## src/pkg/rtc_defines.svh

```systemverilog
// Register offsets, field positions, reset values and timing constants of the calendar clock.
`ifndef RTC_DEFINES_SVH
`define RTC_DEFINES_SVH
`define RTC_OFS_GATE 16'h506e
`define RTC_OFS_STAT 16'h5140
`define RTC_OFS_SETUP 16'h5141
`define RTC_OFS_MAIN 16'h5142
`define RTC_OFS_ACC 16'h5143
`define RTC_OFS_SEC 16'h5144
`define RTC_OFS_MIN 16'h5145
`define RTC_OFS_HOUR 16'h5146
`define RTC_OFS_DAY 16'h5147
`define RTC_OFS_MON 16'h5148
`define RTC_OFS_YEAR 16'h5149
`define RTC_OFS_WEEK 16'h514a
`define RTC_BIT_GATE 0
`define RTC_BIT_PEND 0
`define RTC_BIT_EN 0
`define RTC_BIT_LEVEL 1
`define RTC_PER_LSB 2
`define RTC_PER_MSB 4
`define RTC_BIT_RST 0
`define RTC_BIT_STP 1
`define RTC_BIT_ADJ 2
`define RTC_BIT_H24 4
`define RTC_BIT_HOLD 0
`define RTC_BIT_BUSY 1
`define RTC_BIT_RDBUF 2
`define RTC_PER_RST 3'h1
`define RTC_PER_RSVD 3'h7
`define RTC_LEVEL_RST 1'b1
`define RTC_MCLK_HZ 100000000
`define RTC_OSC_HZ 32768
`endif

```

## src/pkg/rtc_pkg.sv

```systemverilog
// Types shared by the calendar clock design.
package rtc_pkg;
    // One snapshot of all time and calendar counters, BCD coded.
    typedef struct packed {
        logic [6:0] sec;
        logic [6:0] min;
        logic [6:0] hour;
        logic [5:0] day;
        logic [4:0] mon;
        logic [7:0] year;
        logic [2:0] wk;
    } time_s;
    // Control bits of the main control register.
    typedef struct packed {
        logic h24;
        logic adj;
        logic stp;
        logic rst;
    } ctrl_s;
endpackage

```

## src/hw/bcd_calendar_rtc.sv

```systemverilog
// BCD calendar real-time clock with periodic interrupt and byte register port.
//
// Function
// - Counting clock flows only while the clock-gate bit is 1; resets to 0.
// - Periodic event sets the status bit; writing 1 clears it; reserved bits read 0.
// - A 3-bit field picks the interrupt cycle; 6,5,4 give 1/128,1/256,1/512 s.
// - Mode bit 1 gives a level request, 0 gives an edge request.
// - The request reaches the processor only while the enable bit is 1.
// - Hour-format bit 1 counts 24 hours, 0 counts 12 hours with AM/PM.
// - Writing 1 to the adjust bit performs a 30-second adjustment.
// - Divider-stop bit 1 halts the time-base divider.
// - Writing reset 1 then 0 restores cycle 1, level mode, other bits 0.
// - Time and calendar counters keep their values across a software reset.
// - Read-buffer bit 1 serves minute-and-above counter reads from a latched copy; seconds read live.
// - Busy flag reads 1 while the counters are updating.
// - Hold bit 1 stops the counters; 0 lets them run.
// - Seconds and minutes are two BCD digits, tens 0-5, units 0-9.
// - Hours are BCD with two tens bits and a PM flag in bit 6.
// - Day, month and year are BCD with tens ranges 0-3, 0-1, 0-9.
// - Weekday is 0 for Sunday through 6 for Saturday; 7 is invalid.
`timescale 1ns/1ns
`include "rtc_defines.svh"

module bcd_calendar_rtc
    import rtc_pkg::*;
#(
    parameter int OSC_DIV = `RTC_MCLK_HZ / `RTC_OSC_HZ
)
(
    // Clock and reset.
    input wire logic mclk_in,
    input wire logic reset_n_in,
    // Register port.
    input wire logic [15:0] addr_in,
    input wire logic [7:0] wr_data_in,
    input wire logic wr_en_in,
    input wire logic rd_en_in,
    output logic [7:0] rd_data_out,
    // Interrupt and status.
    output logic irq_out,
    output logic counter_busy_out
);

    logic clock_gate_on_q;
    logic periodic_irq_pending_q;
    logic [2:0] irq_period_select_q;
    logic irq_level_mode_q;
    logic periodic_irq_enable_q;
    ctrl_s ctrl_q;
    logic read_buffer_enable_q;
    logic counter_hold_q;
    time_s time_q;
    time_s rdbuf_q;
    time_s rd_view;
    logic [11:0] pre_q;
    logic osc_tick_q;
    logic [14:0] div_q;
    logic sec_pend_q;
    logic edge_q;
    logic one_hz;
    logic per_evt;
    logic soft_apply;
    logic step;
    logic div_run;

    // Write decode shared by the gate, control and status register processes; the counters decode a range.
    function automatic logic wr_hit(input logic [15:0] a, input logic [15:0] ofs);
        return a == ofs;
    endfunction

    // Two-digit BCD increment.
    function automatic logic [7:0] bcd_inc(input logic [7:0] v);
        if (v[3:0] == 4'h9)
        begin
            return {v[7:4] + 4'h1, 4'h0};
        end
        return {v[7:4], v[3:0] + 4'h1};
    endfunction

    // Last day of a month, BCD, with leap years every fourth year.
    function automatic logic [5:0] last_day(input logic [4:0] m, input logic [7:0] y);
        logic leap;
        leap = y[4] ? (y[3:0] == 4'h2 || y[3:0] == 4'h6)
                    : (y[3:0] == 4'h0 || y[3:0] == 4'h4 || y[3:0] == 4'h8);
        if (m == 5'h02)
        begin
            return leap ? 6'h29 : 6'h28;
        end
        if (m == 5'h04 || m == 5'h06 || m == 5'h09 || m == 5'h11)
        begin
            return 6'h30;
        end
        return 6'h31;
    endfunction

    // Mask of divider bits that must all be ones for a periodic event.
    // Code n spans 2^(n+2) ticks, so a larger code gives a longer cycle.
    function automatic logic [14:0] period_mask(input logic [2:0] code);
        return 15'h7fff >> (4'hd - {1'b0, code});
    endfunction

    // Carry from minutes upward, used by the one-second step and the adjustment.
    function automatic time_s carry_min(input time_s t, input logic h24);
        time_s n;
        logic day_c;
        n = t;
        n.sec = 7'h00;
        day_c = 1'b0;
        if (t.min == 7'h59)
        begin
            n.min = 7'h00;
            if (h24)
            begin
                n.hour = (t.hour[5:0] == 6'h23) ? 7'h00
                         : {1'b0, 6'(bcd_inc({2'h0, t.hour[5:0]}))};
                day_c = t.hour[5:0] == 6'h23;
            end
            else if (t.hour[5:0] == 6'h11)
            begin
                n.hour = {~t.hour[6], 6'h12};
                day_c = t.hour[6];
            end
            else
            begin
                n.hour = {t.hour[6], (t.hour[5:0] == 6'h12) ? 6'h01
                                     : 6'(bcd_inc({2'h0, t.hour[5:0]}))};
            end
        end
        else
        begin
            n.min = 7'(bcd_inc({1'b0, t.min}));
        end
        if (day_c)
        begin
            n.wk = (t.wk >= 3'h6) ? 3'h0 : t.wk + 3'h1;
            if (t.day == last_day(t.mon, t.year))
            begin
                n.day = 6'h01;
                if (t.mon == 5'h12)
                begin
                    n.mon = 5'h01;
                    n.year = (t.year == 8'h99) ? 8'h00 : bcd_inc(t.year);
                end
                else
                begin
                    n.mon = 5'(bcd_inc({3'h0, t.mon}));
                end
            end
            else
            begin
                n.day = 6'(bcd_inc({2'h0, t.day}));
            end
        end
        return n;
    endfunction

    assign div_run = osc_tick_q && !ctrl_q.stp && !ctrl_q.rst;
    assign one_hz = div_run && div_q == 15'h7fff;
    assign per_evt = div_run && irq_period_select_q != `RTC_PER_RSVD
                     && (div_q & period_mask(irq_period_select_q))
                        == period_mask(irq_period_select_q);
    assign soft_apply = wr_en_in && wr_hit(addr_in, `RTC_OFS_MAIN) && ctrl_q.rst
                        && !wr_data_in[`RTC_BIT_RST];
    assign step = sec_pend_q && !counter_hold_q;

    // Counter values that reads of minutes and above return.
    assign rd_view = read_buffer_enable_q ? rdbuf_q : time_q;

    // Clock gate register.
    always_ff @(posedge mclk_in or negedge reset_n_in)
    begin
        if (!reset_n_in)
        begin
            clock_gate_on_q <= 1'b0;
        end
        else if (wr_en_in && wr_hit(addr_in, `RTC_OFS_GATE))
        begin
            clock_gate_on_q <= wr_data_in[`RTC_BIT_GATE];
        end
    end

    // Low-speed oscillator tick, derived from the bus clock and gated.
    always_ff @(posedge mclk_in or negedge reset_n_in)
    begin
        if (!reset_n_in)
        begin
            pre_q <= 12'h000;
            osc_tick_q <= 1'b0;
        end
        else if (!clock_gate_on_q)
        begin
            pre_q <= 12'h000;
            osc_tick_q <= 1'b0;
        end
        else
        begin
            osc_tick_q <= pre_q == 12'(OSC_DIV - 1);
            pre_q <= (pre_q == 12'(OSC_DIV - 1)) ? 12'h000 : pre_q + 12'h001;
        end
    end

    // Time-base divider; frozen while stopped or in software reset.
    always_ff @(posedge mclk_in or negedge reset_n_in)
    begin
        if (!reset_n_in)
        begin
            div_q <= 15'h0000;
        end
        else if (div_run)
        begin
            div_q <= div_q + 15'h0001;
        end
    end

    // Interrupt setup and control registers, with the software reset defaults.
    always_ff @(posedge mclk_in or negedge reset_n_in)
    begin
        if (!reset_n_in)
        begin
            irq_period_select_q <= `RTC_PER_RST;
            irq_level_mode_q <= `RTC_LEVEL_RST;
            periodic_irq_enable_q <= 1'b0;
            ctrl_q <= '0;
            read_buffer_enable_q <= 1'b0;
            counter_hold_q <= 1'b0;
        end
        else if (soft_apply)
        begin
            irq_period_select_q <= `RTC_PER_RST;
            irq_level_mode_q <= `RTC_LEVEL_RST;
            periodic_irq_enable_q <= 1'b0;
            ctrl_q <= '0;
            read_buffer_enable_q <= 1'b0;
            counter_hold_q <= 1'b0;
        end
        else
        begin
            ctrl_q.adj <= 1'b0;
            if (wr_en_in && wr_hit(addr_in, `RTC_OFS_SETUP))
            begin
                irq_period_select_q <= wr_data_in[`RTC_PER_MSB:`RTC_PER_LSB];
                irq_level_mode_q <= wr_data_in[`RTC_BIT_LEVEL];
                periodic_irq_enable_q <= wr_data_in[`RTC_BIT_EN];
            end
            if (wr_en_in && wr_hit(addr_in, `RTC_OFS_MAIN))
            begin
                ctrl_q.h24 <= wr_data_in[`RTC_BIT_H24];
                ctrl_q.adj <= wr_data_in[`RTC_BIT_ADJ];
                ctrl_q.stp <= wr_data_in[`RTC_BIT_STP];
                ctrl_q.rst <= wr_data_in[`RTC_BIT_RST];
            end
            if (wr_en_in && wr_hit(addr_in, `RTC_OFS_ACC))
            begin
                read_buffer_enable_q <= wr_data_in[`RTC_BIT_RDBUF];
                counter_hold_q <= wr_data_in[`RTC_BIT_HOLD];
            end
        end
    end

    // Sticky interrupt status; a new event wins over a clear in the same cycle.
    always_ff @(posedge mclk_in or negedge reset_n_in)
    begin
        if (!reset_n_in)
        begin
            periodic_irq_pending_q <= 1'b0;
        end
        else if (per_evt)
        begin
            periodic_irq_pending_q <= 1'b1;
        end
        else if (soft_apply || (rd_en_in && wr_hit(addr_in, `RTC_OFS_STAT))
                 || (wr_en_in && wr_hit(addr_in, `RTC_OFS_STAT)
                     && wr_data_in[`RTC_BIT_PEND]))
        begin
            periodic_irq_pending_q <= 1'b0;
        end
    end

    // Edge-mode request: one cycle for each enabled event.
    always_ff @(posedge mclk_in or negedge reset_n_in)
    begin
        if (!reset_n_in)
        begin
            edge_q <= 1'b0;
        end
        else
        begin
            edge_q <= per_evt && periodic_irq_enable_q;
        end
    end

    // Interrupt request towards the processor.
    always_comb
    begin
        if (irq_level_mode_q)
        begin
            irq_out = periodic_irq_pending_q && periodic_irq_enable_q;
        end
        else
        begin
            irq_out = edge_q && periodic_irq_enable_q;
        end
    end

    // Pending one-second step; it waits while the counters are held.
    always_ff @(posedge mclk_in or negedge reset_n_in)
    begin
        if (!reset_n_in)
        begin
            sec_pend_q <= 1'b0;
        end
        else if (one_hz)
        begin
            sec_pend_q <= 1'b1;
        end
        else if (step)
        begin
            sec_pend_q <= 1'b0;
        end
    end

    assign counter_busy_out = sec_pend_q && !counter_hold_q;

    // Time and calendar counters; untouched by the software reset.
    always_ff @(posedge mclk_in or negedge reset_n_in)
    begin
        if (!reset_n_in)
        begin
            time_q <= '0;
            time_q.day <= 6'h01;
            time_q.mon <= 5'h01;
            time_q.hour <= 7'h12;
        end
        else if (wr_en_in && addr_in >= `RTC_OFS_SEC && addr_in <= `RTC_OFS_WEEK)
        begin
            unique case (addr_in)
                `RTC_OFS_SEC: time_q.sec <= wr_data_in[6:0];
                `RTC_OFS_MIN: time_q.min <= wr_data_in[6:0];
                `RTC_OFS_HOUR: time_q.hour <= wr_data_in[6:0];
                `RTC_OFS_DAY: time_q.day <= wr_data_in[5:0];
                `RTC_OFS_MON: time_q.mon <= wr_data_in[4:0];
                `RTC_OFS_YEAR: time_q.year <= wr_data_in;
                default: time_q.wk <= wr_data_in[2:0];
            endcase
        end
        else if (ctrl_q.adj)
        begin
            time_q.sec <= 7'h00;
            if (time_q.sec >= 7'h30)
            begin
                time_q <= carry_min(time_q, ctrl_q.h24);
            end
        end
        else if (step)
        begin
            if (time_q.sec == 7'h59)
            begin
                time_q <= carry_min(time_q, ctrl_q.h24);
            end
            else
            begin
                time_q.sec <= 7'(bcd_inc({1'b0, time_q.sec}));
            end
        end
    end

    // Read buffer: a seconds read latches a coherent copy of all counters.
    always_ff @(posedge mclk_in or negedge reset_n_in)
    begin
        if (!reset_n_in)
        begin
            rdbuf_q <= '0;
        end
        else if (rd_en_in && wr_hit(addr_in, `RTC_OFS_SEC))
        begin
            rdbuf_q <= time_q;
        end
    end

    // Read data, valid in the cycle after the read strobe only.
    always_ff @(posedge mclk_in or negedge reset_n_in)
    begin
        if (!reset_n_in)
        begin
            rd_data_out <= 8'h00;
        end
        else if (!rd_en_in)
        begin
            rd_data_out <= 8'h00;
        end
        else
        begin
            rd_data_out <= 8'h00;
            unique case (addr_in)
                `RTC_OFS_GATE: rd_data_out <= {7'h00, clock_gate_on_q};
                `RTC_OFS_STAT: rd_data_out <= {7'h00, periodic_irq_pending_q};
                `RTC_OFS_SETUP: rd_data_out <= {3'h0, irq_period_select_q, irq_level_mode_q,
                                                periodic_irq_enable_q};
                `RTC_OFS_MAIN: rd_data_out <= {3'h0, ctrl_q.h24, 1'b0, ctrl_q.adj, ctrl_q.stp,
                                               ctrl_q.rst};
                `RTC_OFS_ACC: rd_data_out <= {5'h00, read_buffer_enable_q, counter_busy_out,
                                              counter_hold_q};
                `RTC_OFS_SEC: rd_data_out <= {1'b0, time_q.sec};
                `RTC_OFS_MIN: rd_data_out <= {1'b0, rd_view.min};
                `RTC_OFS_HOUR: rd_data_out <= {1'b0, rd_view.hour};
                `RTC_OFS_DAY: rd_data_out <= {2'h0, rd_view.day};
                `RTC_OFS_MON: rd_data_out <= {3'h0, rd_view.mon};
                `RTC_OFS_YEAR: rd_data_out <= rd_view.year;
                `RTC_OFS_WEEK: rd_data_out <= {5'h00, rd_view.wk};
                default: rd_data_out <= 8'h00;
            endcase
        end
    end
endmodule

```

## config.mk

```make
export PLATFORM = sky130hd
export DESIGN_NAME = bcd_calendar_rtc
export DESIGN_NICKNAME = d
export VERILOG_FILES = /design/src/pkg/rtc_pkg.sv /design/src/hw/bcd_calendar_rtc.sv
export VERILOG_INCLUDE_DIRS = /design/src /design/src/pkg
export SDC_FILE = /design/constraint.sdc
export NUM_CORES = 1
export LEC_CHECK = 0
export BUFFER_PORTS_ARGS = -buffer_cell sky130_fd_sc_hd__buf_2
export CAP_MARGIN = 5
export CORE_MARGIN = 5
export CORE_UTILIZATION = 40
export DETAILED_ROUTE_END_ITERATION = 10
export PLACE_DENSITY = 0.64
export REMOVE_ABC_BUFFERS = 1
export SYNTH_ARGS = -nofsm -noshare
export SYNTH_HDL_FRONTEND = slang
export SYNTH_SLANG_ARGS = --single-unit
export TNS_END_PERCENT = 50
```

## constraint.sdc

```tcl
create_clock -name mclk_in -period 5.2 [get_ports mclk_in]
set_input_delay 0.78 -clock mclk_in [delete_from_list [all_inputs] [get_ports mclk_in]]
set_output_delay 0.78 -clock mclk_in [all_outputs]
set_load 0.005 [all_outputs]
```

==> run summary <==
==========================================================================================
Final number of max-transition violations                                                0
Clock edge transition at the registers on the reported setup and hold paths        0.06 ns
Last weighted congestion value of the routability-driven placer                      0.890
Die Span Y                                                                          149 um
Reg-to-reg critical path endpoint                                                time_q[0]
P per Cell Area                                                                299 mW/mm^2
DRC violation count after routing                                                        0
Buffers and inverters on the worst path                                                  1
Via count of the first global-routing pass                                            5907
Critical Path Fanout Max                                                                52
Post-Synth XOR/XNOR Area                                                            0.0283
Share of synthesized cell area in and, or, nand and nor gates                        0.187
Top Family by Delay on Critical Path                                          simple AND/OR/NAND/NOR gates
Post-cts repair resize count                                                             0
Post-CTS setup buffers                                                                   0
VDD IR-drop max                                                                   0.140 mV
Starting Density                                                                     0.409
Sequential share of the synthesized area                                             0.421
Hold-fix buffer count after cts                                                          0
Critical Path, Cell by Cell                                                   buf_2, or4b_4, nor4_4, nand2_1, nor3_4, nand2_2, mux2_1
Count of port buffers added during placement                                            37
Detailed-placement wirelength estimate                                            15000 um
Clock tree from TritonCTS                                                            built
Startpoint type of the worst setup path                                         input port
Clock Tree Root                                                               sky130_fd_sc_hd__clkbuf_16
Pin count of the biggest net entering global routing                                    85
TritonCTS buffer count                                                                  17
Buffer depth of the longest clock path                                                   2
Final worst path period need                                                       3.43 ns
Number of iterations in the first detailed-routing pass                                  6
Total leakage power                                                                3.66 nW
Maximum clock frequency                                                            291 MHz
Netlist area before placement                                                 0.00774 mm^2
Synth Area in Adders                                                                0.0307
Wire length reported by the detailed router                                       21300 um
Post-Route Skew                                                                 0.00654 ns
Unrepaired setup endpoints after global routing                                      false
Final ANT Viol Nets                                                                      0
Headroom to the max-slew limit                                                       0.258
Post-synthesis average cell area                                                 9.40 um^2
H-tree depth reported by CTS                                                             4
Crit path largest cell delay                                                       0.71 ns
Kind of capture point of the worst setup path                                    flip-flop
Kind of path behind the tightest hold check                                   input port to async pin
First-pass GRT wire length                                                        33600 um
Worst setup slack for register-to-register paths                                   1.99 ns
Nets                                                                                   889
Category of the critical setup timing path                                    input port to flip-flop
Antenna Diode Count                                                                      0
Number of maximum-capacitance violations                                                 0
Count of flip-flops with a built-in enable after synthesis                               0
Status                                                                        complete, no violations
Area of all placed cells without fillers                                      0.00876 mm^2
Fill cell total of the finished layout                                                1826
Share of post-route cells with drive strength above 1                                0.165
Via density per instance                                                              5.75
GR Overflow Total                                                                        0
CP Data Arrival Time                                                               3.73 ns
Initial antenna violation count                                                          0
Worst reg2reg path startpoint                                                   time_q[40]
Fraction of synthesis flops using an asynchronous set or reset pin                    1.00
Violation count after the first detailed-route iteration                               674
Vias after detailed routing                                                           6410
Area of the core region                                                        0.0189 mm^2
Full die area                                                                  0.0222 mm^2
Ports placed on the boundary                                                            38
Largest family of logic cells by synthesized area                             compound AO/OA/AOI/OAI gates
Post-synthesis compound-gate area fraction                                           0.205
Gate Count Post-Synth                                                                  823
Start point of the critical path                                                addr_in[7]
Multiplexer share of the synthesized area                                           0.0865
Critical Path End                                                               rdbuf_q[0]
Required time of the critical path                                                 5.50 ns
Clock net sink count                                                                   130
GRT Total Usage                                                                      0.194
Total of endpoints with negative setup slack in the final report                         0
Row cnt                                                                                 50
Synthesis-stage register bit count                                                     130
Routed length per instance                                                         19.1 um
Actual slew at the worst max-slew pin                                              1.11 ns
Latest clock arrival within the worst-skew pair                                    0.42 ns
Cell depth of the worst setup path                                                       7
Count of cells along the worst register-to-register path                                 8
Top FF cell, synth                                                            sky130_fd_sc_hd__dfrtp_1
Placement-stage cell area                                                     0.00810 mm^2
Total count of hold-check failures in the final report                                   0
Count of distinct cell types in the synthesized netlist                                 91
Final period util                                                                    0.660
Highest-delay cell along the critical path                                    sky130_fd_sc_hd__nand2_2
Chip Width                                                                          149 um
Summed negative setup slack over all endpoints                                        0 ns
Count of warnings emitted by yosys                                                       0
Layout overhead on the synthesized area                                              13.2%
==========================================================================================
[routing by layer]
| layer | wire length (um) | GRT usage |
|---|---|---|
| met2 | 9550 | 0.294 |
| met3 | 1410 | 0.0447 |
| met1 | 9830 | 0.276 |
| met4 | 473 | 0.0627 |
| met5 | 0 | 0 |
[power by group]
group / internal (W) / switching, W
clock network: 0.000886 / 0.000442
logic: 0.0000796 / 0.000117
registers: 0.00104 / 0.0000518
[registers in the layout, indices dropped and copies added (netlist names), 3 cells and up]
signal and flops:
pre_q 12, ctrl_q 4, rd_data_out 8, rdbuf_q 36
time_q 43, div_q 15, irq_period_select_q 3
[through the flow]
stage	hold slack [ns]	worst slack, ns	util	power, W	instances
final	0.383	1.77	0.463	0.00262	1115
after global routing	0.470	1.55	0.463	0.00272	1115
after CTS	0.451	1.80	0.463	0.00264	1115
after detailed placement	0.470	1.37	0.429	0.00130	1083
after global placement	0.462	1.42	0.429	0.00130	1083
after floorplan	0.450	1.72	-	0.00121	780
[Yosys cell counts, types with 9 or more instances]
library cell               instances  area, um^2
sky130_fd_sc_hd__dfrtp_1         124        3100
sky130_fd_sc_hd__nand2_1          92         345
sky130_fd_sc_hd__o21ai_0          78         390
sky130_fd_sc_hd__nor2_1           60         225
sky130_fd_sc_hd__mux2_2           36         405
sky130_fd_sc_hd__a21oi_1          33         165
sky130_fd_sc_hd__inv_1            31         116
sky130_fd_sc_hd__nand3_1          31         155
sky130_fd_sc_hd__clkbuf_1         26        97.6
sky130_fd_sc_hd__mux2i_1          20         200
sky130_fd_sc_hd__ha_1             19         238
sky130_fd_sc_hd__xnor2_1          13         114
sky130_fd_sc_hd__nor3_1           12        60.1
sky130_fd_sc_hd__xor2_1           12         105
sky130_fd_sc_hd__a221oi_1         11        96.3
sky130_fd_sc_hd__a22oi_1          11        82.6
sky130_fd_sc_hd__buf_2            10        50.1
sky130_fd_sc_hd__nand4_1           9        56.3
[cell families after synthesis]
| family | count (synthesis) |
|---|---|
| and+or+nand+nor | 281 |
| AOI/OAI and AO/OA | 234 |
| DFF | 130 |
| buffers and inverters | 74 |
| muxes | 60 |
| xor gates and xnor gates | 25 |
| adders and majority gates | 19 |
[worst min path at each step]
stage,depth (start not counted),slack (ns),end
3_5_place_dp,2,0.47,rdbuf_q[18]
2_1_floorplan,2,0.45,rdbuf_q[10]
6_report,1,0.38,div_q[9]
4_1_cts,1,0.45,div_q[7]
3_3_place_gp,2,0.46,rdbuf_q[19]
5_1_grt,1,0.47,div_q[9]
[placed cells by master, fill, tap and decap left out, types with 19 or more instances in the layout]
cell type,netlist,routed
sky130_fd_sc_hd__mux2_2,36,36
sky130_fd_sc_hd__mux2i_1,20,20
sky130_fd_sc_hd__o21ai_0,78,78
sky130_fd_sc_hd__nand3_1,31,31
sky130_fd_sc_hd__ha_1,19,19
sky130_fd_sc_hd__nor2_1,60,60
sky130_fd_sc_hd__a21oi_1,33,33
sky130_fd_sc_hd__buf_2,10,36
sky130_fd_sc_hd__nand2_1,92,92
sky130_fd_sc_hd__inv_1,31,31
sky130_fd_sc_hd__dfrtp_1,124,124
[cell type report]
cell class / instances / area, um^2 / area share
clock buffer: 22 / 474 / 0.0542
tap: 260 / 325 / 0.0372
timing repair buffer: 43 / 236 / 0.0270
inverter: 31 / 116 / 0.0133
sequential: 130 / 3260 / 0.372
clock inverter: 10 / 180 / 0.0206
multi-input combinational: 619 / 4160 / 0.475
Note: power is estimated with default switching activity, not from simulation.
